<file path="src/key_builder_pkg.sv">
`default_nettype none
package key_builder_pkg;

	localparam int WIDE_KEY_W = 371;
	localparam int OAM_KEY_W = 188;
	localparam int PORT_COUNT = 12;
	localparam int PORT_IDX_W = 4;
	localparam int RANGE_COUNT = 8;
	localparam int RANGE_IDX_W = 3;

	// OAM key layout.
	localparam int OAM_DMAC_POS = 46;
	localparam int OAM_SMAC_POS = 94;
	localparam int OAM_LEVEL_POS = 142;
	localparam int OAM_LEVEL_W = 7;
	localparam int OAM_VER_POS = 149;
	localparam int OAM_OP_CODE_FIELD_POS = 154;
	localparam int OAM_FLAG_BYTE_POS = 162;
	localparam int OAM_ENDPOINT_POS = 170;
	localparam int OAM_LOSS_ZERO_POS = 186;
	localparam int OAM_ETYPE_HIT_POS = 187;
	localparam logic [15:0] OAM_ETHERTYPE = 16'h8902;

	// Common wide key layout.
	localparam int TYPE_POS = 0;
	localparam int FIRST_POS = 2;
	localparam int POLICY_POS = 3;
	localparam int INGRESS_POS = 11;
	localparam int HOST_POS = 24;
	localparam int MCAST_POS = 25;
	localparam int BCAST_POS = 26;
	localparam int QTAG_POS = 27;
	localparam int VID_POS = 28;
	localparam int DEI_POS = 40;
	localparam int PCP_POS = 41;
	localparam int DMAC_GROUP_BIT = 40;

	// Transport key layout.
	localparam int HOP_POS = 44;
	localparam int TCLASS_POS = 45;
	localparam int DIP_POS = 53;
	localparam int SIP_POS = 181;
	localparam int ADDR_EQ_POS = 309;
	localparam int TCP_POS = 310;
	localparam int DPORT_POS = 311;
	localparam int SPORT_POS = 327;
	localparam int RANGE_POS = 343;
	localparam int PORTS_EQ_POS = 351;
	localparam int SEQ_POS = 352;
	localparam int L4FLAGS_POS = 353;
	localparam int DOMAIN_POS = 359;
	localparam int PTPVER_POS = 367;
	localparam logic [7:0] PROTO_TCP = 8'h06;

	typedef enum logic [1:0] {
		V6_TRANSPORT = 2'b00,
		V6_GENERIC = 2'b01,
		CUSTOM_KEY = 2'b10
	} wide_key_type_t;

	typedef enum logic [2:0] {
		RNG_SPORT = 3'b000,
		RNG_DPORT = 3'b001,
		RNG_EITHER = 3'b010,
		RNG_VID = 3'b011,
		RNG_DSCP = 3'b100,
		RNG_OFF = 3'b111
	} range_kind_t;

	typedef enum logic [1:0] {
		ST_IDLE = 2'b00,
		ST_FIRST = 2'b01,
		ST_SECOND = 2'b10
	} build_state_t;

	// Register map (byte addresses).
	localparam logic [11:0] CTRL_ADDR = 12'h000;
	localparam logic [11:0] STATUS_ADDR = 12'h004;
	localparam logic [11:0] FRAMES_ADDR = 12'h008;
	localparam logic [11:0] RANGE_KIND_BASE = 12'h020;
	localparam logic [11:0] RANGE_BOUND_BASE = 12'h040;
	localparam logic [11:0] RANGE_BLOCK_MASK = 12'hFE0;
	localparam logic [2:0] CTRL_RESET = 3'h0;
	localparam logic [1:0] RESP_OKAY = 2'b00;
	localparam logic [1:0] RESP_SLVERR = 2'b10;

endpackage
`default_nettype wire

</file>
<file path="src/acl_full_key_builder.sv">
// Contract
// - OAM key holds opcode at 154, flags at 162, endpoint identifier at 170.
// - OAM bit 186 set when all three loss counters are zero.
// - OAM bit 187 set only for EtherType 0x8902.
// - Wide key bits 1:0 give key type: 0 transport, 1 generic, 2 custom.
// - Wide key bit 2 high on first lookup, low on second.
// - Eight-bit policy group at bit 3 from first-stage classification.
// - Twelve-bit one-hot ingress port mask at bit 11.
// - Bit 24 carries the source host binding lookup hit.
// - Bit 25 set when destination MAC bit 40 is one.
// - Bit 26 set for the all-ones broadcast destination.
// - Bit 27 set when frame has any Q-tag, regardless of port awareness.
// - Classified VID at 28, DEI at 40, PCP at 41.
// - Bit 44 set when hop limit is above zero.
// - Traffic class 45, destination 53, source 181, bit 309 addresses equal.
// - Bit 310 set when next header is six, clear for UDP.
// - Destination port 311, source port 327, bit 351 ports equal.
// - Eight range-checker hit bits at 343.
// - Range checkers test ports from frame, VID and DSCP from classification.
// - Bit 352 is TCP sequence zero, or PTP messageType bit 0.
// - Bits 353-358 are TCP flags, or PTP message and flag bits.
// - PTP domain number at 359, version at 367.
// - OAM level is a seven-bit thermometer code.
//
// Implementation choices: the AXI4-Lite interface to the registers and the register addresses.
`default_nettype none
module acl_full_key_builder #(
	parameter int RANGES = key_builder_pkg::RANGE_COUNT
) (
	input wire logic aclk,
	input wire logic aresetn,
	input wire logic [11:0] s_axi_awaddr,
	input wire logic [2:0] s_axi_awprot,
	input wire logic s_axi_awvalid,
	output logic s_axi_awready,
	input wire logic [31:0] s_axi_wdata,
	input wire logic [3:0] s_axi_wstrb,
	input wire logic s_axi_wvalid,
	output logic s_axi_wready,
	output logic [1:0] s_axi_bresp,
	output logic s_axi_bvalid,
	input wire logic s_axi_bready,
	input wire logic [11:0] s_axi_araddr,
	input wire logic [2:0] s_axi_arprot,
	input wire logic s_axi_arvalid,
	output logic s_axi_arready,
	output logic [31:0] s_axi_rdata,
	output logic [1:0] s_axi_rresp,
	output logic s_axi_rvalid,
	input wire logic s_axi_rready,
	input wire logic frame_valid,
	output logic frame_ready,
	input wire logic [47:0] dest_mac,
	input wire logic [47:0] src_mac,
	input wire logic [15:0] ether_type,
	input wire logic [1:0] qtag_count,
	input wire logic [3:0] ingress_port,
	input wire logic [7:0] policy_group,
	input wire logic host_bind_v4_lookup,
	input wire logic host_bind_v6_lookup,
	input wire logic [11:0] cls_vid,
	input wire logic cls_dei,
	input wire logic [2:0] cls_pcp,
	input wire logic [5:0] cls_dscp,
	input wire logic [7:0] hop_limit,
	input wire logic [7:0] traffic_class,
	input wire logic [127:0] v6_dest_addr,
	input wire logic [127:0] v6_src_addr,
	input wire logic [7:0] next_header,
	input wire logic [15:0] dest_port_field,
	input wire logic [15:0] src_port_field,
	input wire logic [31:0] tcp_seq_num,
	input wire logic [5:0] tcp_flag_bits,
	input wire logic is_ptp_udp,
	input wire logic [3:0] ptp_msg_type,
	input wire logic [7:0] ptp_flag_low,
	input wire logic [7:0] ptp_domain_field,
	input wire logic [3:0] ptp_version_field,
	input wire logic [2:0] oam_level,
	input wire logic [4:0] oam_version,
	input wire logic [7:0] oam_op_code_field,
	input wire logic [7:0] oam_flag_byte,
	input wire logic [15:0] oam_endpoint_ident,
	input wire logic [31:0] loss_fwd_tx,
	input wire logic [31:0] loss_bwd_rx,
	input wire logic [31:0] loss_bwd_tx,
	output logic key_valid,
	output logic key_first,
	output logic [key_builder_pkg::WIDE_KEY_W-1:0] wide_key,
	output logic [key_builder_pkg::OAM_KEY_W-1:0] oam_key
);

	key_builder_pkg::build_state_t state_reg;
	logic [2:0] ctrl_reg;
	logic [31:0] frames_reg;
	logic [RANGES-1:0] last_range_reg;
	logic [2:0] range_kind_reg [RANGES];
	logic [31:0] range_bound_reg [RANGES];

	// Captured frame fields, held for both lookups of the frame.
	logic [47:0] dmac_q, smac_q;
	logic [15:0] etype_q, dport_q, sport_q, endpoint_q;
	logic [1:0] qtags_q;
	logic [3:0] port_q, ptp_msg_q, ptp_ver_q;
	logic [7:0] policy_q, hop_q, tclass_q, proto_q, ptp_flag_q, ptp_dom_q, opcode_q, oflags_q;
	logic host_q, dei_q, ptp_q, seq_zero_q, loss_zero_q;
	logic [11:0] vid_q;
	logic [2:0] pcp_q, level_q;
	logic [5:0] dscp_q, tflags_q;
	logic [127:0] dip_q, sip_q;
	logic [4:0] over_q;

	logic [RANGES-1:0] range_hit;
	logic [key_builder_pkg::WIDE_KEY_W-1:0] wide_next;
	logic [key_builder_pkg::OAM_KEY_W-1:0] oam_next;
	logic accept;

	assign frame_ready = (state_reg == key_builder_pkg::ST_IDLE);
	assign accept = frame_valid && frame_ready;

	always_ff @(posedge aclk) begin
		if (!aresetn) begin
			state_reg <= key_builder_pkg::ST_IDLE;
		end else begin
			case (state_reg)
				key_builder_pkg::ST_IDLE: begin
					if (frame_valid) begin
						state_reg <= key_builder_pkg::ST_FIRST;
					end
				end
				key_builder_pkg::ST_FIRST: state_reg <= key_builder_pkg::ST_SECOND;
				key_builder_pkg::ST_SECOND: state_reg <= key_builder_pkg::ST_IDLE;
				default: state_reg <= key_builder_pkg::ST_IDLE;
			endcase
		end
	end

	// Frame fields need no reset: they are only looked at while a key is built.
	always_ff @(posedge aclk) begin
		if (accept) begin
			dmac_q <= dest_mac;
			smac_q <= src_mac;
			etype_q <= ether_type;
			qtags_q <= qtag_count;
			port_q <= ingress_port;
			policy_q <= policy_group;
			host_q <= host_bind_v4_lookup | host_bind_v6_lookup;
			vid_q <= cls_vid;
			dei_q <= cls_dei;
			pcp_q <= cls_pcp;
			dscp_q <= cls_dscp;
			hop_q <= hop_limit;
			tclass_q <= traffic_class;
			dip_q <= v6_dest_addr;
			sip_q <= v6_src_addr;
			proto_q <= next_header;
			dport_q <= dest_port_field;
			sport_q <= src_port_field;
			seq_zero_q <= (tcp_seq_num == 32'h0000_0000);
			tflags_q <= tcp_flag_bits;
			ptp_q <= is_ptp_udp;
			ptp_msg_q <= ptp_msg_type;
			ptp_flag_q <= ptp_flag_low;
			ptp_dom_q <= ptp_domain_field;
			ptp_ver_q <= ptp_version_field;
			level_q <= oam_level;
			over_q <= oam_version;
			opcode_q <= oam_op_code_field;
			oflags_q <= oam_flag_byte;
			endpoint_q <= oam_endpoint_ident;
			loss_zero_q <= (loss_fwd_tx == 32'h0000_0000) && (loss_bwd_rx == 32'h0000_0000) &&
				(loss_bwd_tx == 32'h0000_0000);
		end
	end

	genvar gi;
	generate
		for (gi = 0; gi < RANGES; gi++) begin : g_range
			logic [15:0] lo, hi;
			logic sport_in, dport_in;
			assign lo = range_bound_reg[gi][15:0];
			assign hi = range_bound_reg[gi][31:16];
			assign sport_in = (sport_q >= lo) && (sport_q <= hi);
			assign dport_in = (dport_q >= lo) && (dport_q <= hi);
			always_comb begin
				case (range_kind_reg[gi])
					key_builder_pkg::RNG_SPORT: range_hit[gi] = sport_in;
					key_builder_pkg::RNG_DPORT: range_hit[gi] = dport_in;
					key_builder_pkg::RNG_EITHER: range_hit[gi] = sport_in || dport_in;
					key_builder_pkg::RNG_VID: range_hit[gi] = ({4'h0, vid_q} >= lo) && ({4'h0, vid_q} <= hi);
					key_builder_pkg::RNG_DSCP: range_hit[gi] = ({10'h000, dscp_q} >= lo) && ({10'h000, dscp_q} <= hi);
					default: range_hit[gi] = 1'b0;
				endcase
			end
		end
	endgenerate

	always_comb begin
		wide_next = '0;
		wide_next[key_builder_pkg::TYPE_POS +: 2] = ctrl_reg[1:0];
		wide_next[key_builder_pkg::FIRST_POS] = (state_reg == key_builder_pkg::ST_FIRST);
		wide_next[key_builder_pkg::POLICY_POS +: 8] = policy_q;
		wide_next[key_builder_pkg::INGRESS_POS +: key_builder_pkg::PORT_COUNT] =
			key_builder_pkg::PORT_COUNT'(1) << port_q;
		// The reserved bit stays zero; entries must mask it anyway.
		wide_next[key_builder_pkg::HOST_POS] = host_q;
		wide_next[key_builder_pkg::MCAST_POS] = dmac_q[key_builder_pkg::DMAC_GROUP_BIT];
		wide_next[key_builder_pkg::BCAST_POS] = &dmac_q;
		wide_next[key_builder_pkg::QTAG_POS] = (qtags_q != 2'b00);
		wide_next[key_builder_pkg::VID_POS +: 12] = vid_q;
		wide_next[key_builder_pkg::DEI_POS] = dei_q;
		wide_next[key_builder_pkg::PCP_POS +: 3] = pcp_q;
		// Only the transport body is built here; other types leave their body at zero.
		if (ctrl_reg[1:0] == key_builder_pkg::V6_TRANSPORT) begin
			wide_next[key_builder_pkg::HOP_POS] = (hop_q != 8'h00);
			wide_next[key_builder_pkg::TCLASS_POS +: 8] = tclass_q;
			wide_next[key_builder_pkg::DIP_POS +: 128] = dip_q;
			wide_next[key_builder_pkg::SIP_POS +: 128] = sip_q;
			wide_next[key_builder_pkg::ADDR_EQ_POS] = (dip_q == sip_q);
			wide_next[key_builder_pkg::TCP_POS] = (proto_q == key_builder_pkg::PROTO_TCP);
			wide_next[key_builder_pkg::DPORT_POS +: 16] = dport_q;
			wide_next[key_builder_pkg::SPORT_POS +: 16] = sport_q;
			wide_next[key_builder_pkg::RANGE_POS +: RANGES] = range_hit;
			wide_next[key_builder_pkg::PORTS_EQ_POS] = (sport_q == dport_q);
			if (proto_q == key_builder_pkg::PROTO_TCP) begin
				wide_next[key_builder_pkg::SEQ_POS] = seq_zero_q;
				wide_next[key_builder_pkg::L4FLAGS_POS +: 6] = tflags_q;
			end else if (ptp_q) begin
				wide_next[key_builder_pkg::SEQ_POS] = ptp_msg_q[0];
				wide_next[key_builder_pkg::L4FLAGS_POS +: 6] =
					{ptp_flag_q[7], ptp_flag_q[2], ptp_flag_q[1], ptp_msg_q[3:1]};
				wide_next[key_builder_pkg::DOMAIN_POS +: 8] = ptp_dom_q;
				wide_next[key_builder_pkg::PTPVER_POS +: 4] = ptp_ver_q;
			end
		end
	end

	always_comb begin
		oam_next = '0;
		oam_next[key_builder_pkg::OAM_DMAC_POS +: 48] = dmac_q;
		oam_next[key_builder_pkg::OAM_SMAC_POS +: 48] = smac_q;
		oam_next[key_builder_pkg::OAM_LEVEL_POS +: key_builder_pkg::OAM_LEVEL_W] =
			key_builder_pkg::OAM_LEVEL_W'((8'h01 << level_q) - 8'h01);
		oam_next[key_builder_pkg::OAM_VER_POS +: 5] = over_q;
		oam_next[key_builder_pkg::OAM_OP_CODE_FIELD_POS +: 8] = opcode_q;
		oam_next[key_builder_pkg::OAM_FLAG_BYTE_POS +: 8] = oflags_q;
		oam_next[key_builder_pkg::OAM_ENDPOINT_POS +: 16] = endpoint_q;
		oam_next[key_builder_pkg::OAM_LOSS_ZERO_POS] = loss_zero_q;
		oam_next[key_builder_pkg::OAM_ETYPE_HIT_POS] = (etype_q == key_builder_pkg::OAM_ETHERTYPE);
	end

	// Keys are registered so the match table sees a clean, complete word each lookup.
	always_ff @(posedge aclk) begin
		if (!aresetn) begin
			key_valid <= 1'b0;
			key_first <= 1'b0;
			wide_key <= '0;
			oam_key <= '0;
		end else begin
			key_valid <= (state_reg != key_builder_pkg::ST_IDLE);
			key_first <= (state_reg == key_builder_pkg::ST_FIRST);
			if (state_reg != key_builder_pkg::ST_IDLE) begin
				wide_key <= wide_next;
				oam_key <= oam_next;
			end
		end
	end

	always_ff @(posedge aclk) begin
		if (!aresetn) begin
			frames_reg <= 32'h0000_0000;
			last_range_reg <= '0;
		end else if (state_reg == key_builder_pkg::ST_FIRST) begin
			frames_reg <= frames_reg + 32'h0000_0001;
			last_range_reg <= range_hit;
		end
	end

	// AXI4-Lite slave. Address and data are held independently and the write
	// is performed once both are present, so they may arrive in either order.
	logic aw_held, w_held;
	logic [11:0] aw_addr_q, ar_addr;
	logic [31:0] w_data_q;
	logic [3:0] w_strb_q;
	logic do_write;
	logic wr_hit_kind, wr_hit_bound, rd_hit_kind, rd_hit_bound;
	localparam int RANGE_IDX_W_L = key_builder_pkg::RANGE_IDX_W;
	logic [RANGE_IDX_W_L-1:0] wr_idx, rd_idx;

	assign s_axi_awready = !aw_held && !s_axi_bvalid;
	assign s_axi_wready = !w_held && !s_axi_bvalid;
	assign s_axi_arready = !s_axi_rvalid;
	assign do_write = aw_held && w_held && !s_axi_bvalid;
	assign wr_idx = aw_addr_q[4:2];
	assign rd_idx = s_axi_araddr[4:2];
	assign ar_addr = s_axi_araddr;
	assign wr_hit_kind = ((aw_addr_q & key_builder_pkg::RANGE_BLOCK_MASK) == key_builder_pkg::RANGE_KIND_BASE);
	assign wr_hit_bound = ((aw_addr_q & key_builder_pkg::RANGE_BLOCK_MASK) == key_builder_pkg::RANGE_BOUND_BASE);
	assign rd_hit_kind = ((ar_addr & key_builder_pkg::RANGE_BLOCK_MASK) == key_builder_pkg::RANGE_KIND_BASE);
	assign rd_hit_bound = ((ar_addr & key_builder_pkg::RANGE_BLOCK_MASK) == key_builder_pkg::RANGE_BOUND_BASE);

	function automatic logic [31:0] merge(input logic [31:0] old, input logic [31:0] nw, input logic [3:0] strb);
		logic [31:0] res;
		res = old;
		for (int b = 0; b < 4; b++) begin
			if (strb[b]) begin
				res[b*8 +: 8] = nw[b*8 +: 8];
			end
		end
		return res;
	endfunction

	always_ff @(posedge aclk) begin
		if (!aresetn) begin
			aw_held <= 1'b0;
			w_held <= 1'b0;
			aw_addr_q <= 12'h000;
			w_data_q <= 32'h0000_0000;
			w_strb_q <= 4'h0;
		end else begin
			if (s_axi_awvalid && s_axi_awready) begin
				aw_held <= 1'b1;
				aw_addr_q <= s_axi_awaddr;
			end else if (do_write) begin
				aw_held <= 1'b0;
			end
			if (s_axi_wvalid && s_axi_wready) begin
				w_held <= 1'b1;
				w_data_q <= s_axi_wdata;
				w_strb_q <= s_axi_wstrb;
			end else if (do_write) begin
				w_held <= 1'b0;
			end
		end
	end

	always_ff @(posedge aclk) begin
		if (!aresetn) begin
			s_axi_bvalid <= 1'b0;
			s_axi_bresp <= key_builder_pkg::RESP_OKAY;
		end else if (do_write) begin
			s_axi_bvalid <= 1'b1;
			s_axi_bresp <= (aw_addr_q == key_builder_pkg::CTRL_ADDR || wr_hit_kind || wr_hit_bound) ?
				key_builder_pkg::RESP_OKAY : key_builder_pkg::RESP_SLVERR;
		end else if (s_axi_bready) begin
			s_axi_bvalid <= 1'b0;
		end
	end

	always_ff @(posedge aclk) begin
		if (!aresetn) begin
			ctrl_reg <= key_builder_pkg::CTRL_RESET;
			for (int i = 0; i < RANGES; i++) begin
				range_kind_reg[i] <= key_builder_pkg::RNG_OFF;
				range_bound_reg[i] <= 32'h0000_0000;
			end
		end else if (do_write) begin
			if (aw_addr_q == key_builder_pkg::CTRL_ADDR && w_strb_q[0]) begin
				ctrl_reg <= w_data_q[2:0];
			end
			if (wr_hit_kind && w_strb_q[0]) begin
				range_kind_reg[wr_idx] <= w_data_q[2:0];
			end
			if (wr_hit_bound) begin
				range_bound_reg[wr_idx] <= merge(range_bound_reg[wr_idx], w_data_q, w_strb_q);
			end
		end
	end

	always_ff @(posedge aclk) begin
		if (!aresetn) begin
			s_axi_rvalid <= 1'b0;
			s_axi_rdata <= 32'h0000_0000;
			s_axi_rresp <= key_builder_pkg::RESP_OKAY;
		end else if (s_axi_arvalid && s_axi_arready) begin
			s_axi_rvalid <= 1'b1;
			s_axi_rresp <= key_builder_pkg::RESP_OKAY;
			if (ar_addr == key_builder_pkg::CTRL_ADDR) begin
				s_axi_rdata <= {29'h0, ctrl_reg};
			end else if (ar_addr == key_builder_pkg::STATUS_ADDR) begin
				s_axi_rdata <= {22'h0, last_range_reg, state_reg};
			end else if (ar_addr == key_builder_pkg::FRAMES_ADDR) begin
				s_axi_rdata <= frames_reg;
			end else if (rd_hit_kind) begin
				s_axi_rdata <= {29'h0, range_kind_reg[rd_idx]};
			end else if (rd_hit_bound) begin
				s_axi_rdata <= range_bound_reg[rd_idx];
			end else begin
				s_axi_rdata <= 32'h0000_0000;
				s_axi_rresp <= key_builder_pkg::RESP_SLVERR;
			end
		end else if (s_axi_rready) begin
			s_axi_rvalid <= 1'b0;
		end
	end

endmodule
`default_nettype wire

</file>
<file path="config.mk">
export PLATFORM = sky130hd
export DESIGN_NAME = acl_full_key_builder
export DESIGN_NICKNAME = d
export VERILOG_FILES = /design/src/key_builder_pkg.sv /design/src/acl_full_key_builder.sv
export SDC_FILE = /design/constraint.sdc
export NUM_CORES = 2
export LEC_CHECK = 0
export BUFFER_PORTS_ARGS = -buffer_cell sky130_fd_sc_hd__buf_2
export CORE_AREA = 5 5 520 522
export CTS_CLUSTER_DIAMETER = 120
export CTS_CLUSTER_SIZE = 24
export DETAILED_ROUTE_END_ITERATION = 10
export DIE_AREA = 0 0 525 527
export PLACE_DENSITY = 0.51
export SYNTH_ARGS = -nofsm -noshare
export SYNTH_HDL_FRONTEND = slang
export SYNTH_SLANG_ARGS = --single-unit
</file>
<file path="constraint.sdc">
create_clock -name aclk -period 26.8 [get_ports aclk]
set_input_delay 1.34 -clock aclk [delete_from_list [all_inputs] [get_ports aclk]]
set_output_delay 1.34 -clock aclk [all_outputs]
set_load 0.01 [all_outputs]
</file>
==> impl_metrics.csv <==
group,metric,value,unit
sta,fmax,167,MHz
global_routing,grt-ovfl-total,0,
sta,rsz0062_at_grt,"false",
logic_synthesis,seq_area_frac_synth,52.0,%
final_layout,area_delta_synth_final,19.0,%
global_routing,first_global_vias,56500,
clock_network,clk_path_buf_depth,3,
power,power,4.96,mW
sta,setup_viol,0,
setup_path,timing_worst_setup_path_type,"flip-flop to flip-flop",
power,switching_share,31.7,%
logic_synthesis,synth_flop_cell,"edfxtp_1",
setup_path,worstSetupStartpointType,"flip-flop",
final_layout,drive_gt1_share,21.4,%
setup_path,required,27.20,ns
routing,vias_per_cell,5.34,
final_layout,finalInstanceArea,0.0851,sq mm
setup_path,cp_slowest_cell,"buf_4",
setup_path,cp.arrival,6.39,ns
setup_path,cpMostUsedCell,"buf_4",
routing,wl_met3,42.9,mm
logic_synthesis,syn_inst,6219,
sta,tightest_slew,1.54,ns
setup_path,critPathMaxFanout,72,
placed_design,dpl_cell_area,0.0822,sq mm
global_routing,antenna_found_initial,188,
hold_path,hold_depth,2,
setup_path,r2r_end,"tclass_q[0]",
power,irDropWorstVdd,64.6,uV
placed_design,port-buffer-count,1277,
final_layout,fin_nets,9007,
clock_network,ctsResizeCount,0,
clock_network,cts.clk_slew.worst_paths,0.10,ns
outcome,outcome,"complete, but fails checks",
power,p_clk_share,30.6,%
run,maxCapViolations,0,
final_layout,instances_no_fill,11100,
global_routing,grt_pass1_wl,522,mm
placed_design,gp_congestion,0.996,
sta,finalCritPeriodShare,22.3,%
routing,drt-initial-drc-count,7363,
sta,fin_worst_skew,0.0921,ns
setup_path,reg2reg_depth,7,
clock_network,cts.sinks,1453,
power,p_seq_share,53.3,%
logic_synthesis,synth.distinct_cells,83,
global_routing,grt_max_degree,171,
sta,relSlewSlack,-2.52,%
die,initial_utilization,27.0,%
die,die_y,527,microns
clock_network,hold_buffers,0,
routing,drcViolationCount,0,
final_layout,largest_reg_flops,369,
power,leakagePower,35.5,nW
power,powerDensity,58.2,mW/mm^2
routing,drt.antenna.violating_nets,0,
power,intPower,3.38,mW
hold_path,min_to,"wide_key[286]",
hold_path,hold_path_class,"flip-flop to flip-flop",
routing,route.met2.wl,184,mm
clock_network,cts_root_buf,"clkbuf_16",
die,fp.dieW,525,microns
sta,setup_slack,20.81,ns
logic_synthesis,synth_area_per_cell,11.5,sq um
final_layout,final_common_cell,"buf_2",
die,dieArea,0.277,sq mm
sta,maxSlewViolCount,28,
clock_network,cts_inserted_buffers,82,
routing,wirelength,405,mm
power,switching_power,1.57,mW
sta,hold_violations,0,
logic_synthesis,ys_seq_elements,1453,
outcome,violations,"slew limit",
final_layout,final_cell_mix,"buf_2, edfxtp_1, ha_1",
die,core_area,0.265,sq mm
placed_design,place_inst,10900,
setup_path,r2r_setup_slack,20.81,ns
setup_path,cp-end-kind,"flip-flop",
clock_network,post_cts.repair.setup_buffers,0,
routing,wire_per_inst,36.4,microns
clock_network,cts_tree,"done",
logic_synthesis,synth_area,0.0715,sq mm
routing,highest_layer,"met5",
hold_path,worstHoldStart,"wide_key[286]",
die,io_pins,1338,
sta,period_needed,5.99,ns
sta,fin_tns_setup,0,ns
logic_synthesis,ys_warn_count,0,
clock_network,htreeDepth,3,
routing,drt_pre_antenna_iters,6,
setup_path,crit_chain,"or2_4, inv_6, and2_4, buf_4, buf_4, buf_4, buf_4",
power,p_comb_share,16.1,%
placed_design,dp_hpwl,325,mm
placed_design,place_ws,20.80,ns
logic_synthesis,synth_edf_count,809,
routing,wl_met1,162,mm
clock_network,clock_latency,0.81,ns
logic_synthesis,async_flop_share,0,%
global_routing,grt_usage,27.9,%
setup_path,cpPeakStageDelay,0.91,ns
routing,vias,59500,
die,rows,189,
setup_path,r2r_start,"state_reg[0]",
-- critical path: cells and delay by family, from the launching register on --
kind	cells	cell delay (ns)
flip-flops	1	0.38
AND/OR/NAND/NOR	2	1.37
buffers and inverters	5	3.59
-- layer usage --
| metal | track usage, % | vias up |
|---|---|---|
| li1 | - | 25700 |
| met2 | 45.0 | 3228 |
| met4 | 8.73 | 86 |
| met1 | 35.7 | 29800 |
| met5 | 0 | - |
| met3 | 8.55 | 667 |
-- kinds of logic (layout without fill, tap and decap cells) --
group	after synthesis	in the layout	synth area share [%]
and+or+nand+nor	1706	1706	12.1
muxes	89	89	2.47
DFF	1453	1453	52.0
xor gates and xnor gates	128	128	1.57
AOI/OAI and AO/OA	1451	1451	14.4
adders and majority gates	802	802	14.0
buffers and inverters	589	1861	3.49
other	1	116	0.00524
-- per-stage QoR --
stage / hold slack [ns] / utilization [%]
2_1_floorplan: 0.436 / -
4_1_cts: 0.463 / 32.1
6_report: 0.459 / 32.2
3_3_place_gp: 0.436 / 31.1
5_1_grt: 0.483 / 32.1
3_5_place_dp: 0.438 / 31.1
-- cells in the mapped netlist (38+ instances only) --
cell,n,area [sq um]
inv_1,320,1200
o211a_1,38,380
o21ai_0,247,1240
buf_2,46,230
nand3_1,53,265
xor2_1,50,438
a21o_1,100,751
dfxtp_1,644,12900
nor2b_1,60,375
a211oi_1,49,368
nor4_1,98,613
a22o_1,275,2410
ha_1,802,10000
xnor2_1,78,683
mux4_2,70,1580
nand4_1,164,1030
nand2_1,716,2690
a21oi_1,240,1200
a21boi_0,222,1670
nor2_1,133,499
nor3_1,46,230
buf_4,53,398
and2_1,295,1850
edfxtp_1,809,24300
clkbuf_1,148,556
-- final cells by class --
type	instances	area, sq um
Sequential cell	1453	37200
Fill cell	27100	179000
Clock inverter	32	548
Tap cell	3533	4420
Clock buffer	121	2240
Inverter	321	1210
Multi-Input combinational cell	4225	32100
Timing Repair Buffer	1387	7270
Antenna cell	67	168
-- power groups by stage --
| stage | clock network (mW) | registers (mW) | logic [mW] |
|---|---|---|---|
| 2_1_floorplan | 0 | 2.66 | 0.362 |
| 3_3_place_gp | 0 | 2.68 | 0.779 |
| 3_5_place_dp | 0 | 2.68 | 0.794 |
| 4_1_cts | 1.55 | 2.63 | 0.797 |
| 5_1_grt | 1.63 | 2.65 | 0.855 |
| 6_report | 1.52 | 2.64 | 0.798 |
-- worst max path at each step --
| stage | from | end | slack [ns] | cells past startpoint |
|---|---|---|---|---|
| 6_report | state_reg[0] | tclass_q[0] | 20.81 | 7 |
| 5_1_grt | state_reg[0] | tclass_q[2] | 20.53 | 7 |
| 4_1_cts | state_reg[0] | tclass_q[2] | 20.83 | 7 |
| 3_5_place_dp | frame_valid | tclass_q[0] | 20.80 | 6 |
| 3_3_place_gp | frame_valid | tclass_q[0] | 20.81 | 6 |
| 2_1_floorplan | state_reg[1] | dei_q | 12.40 | 6 |
No activity file was read; power rests on OpenSTA's default activity.
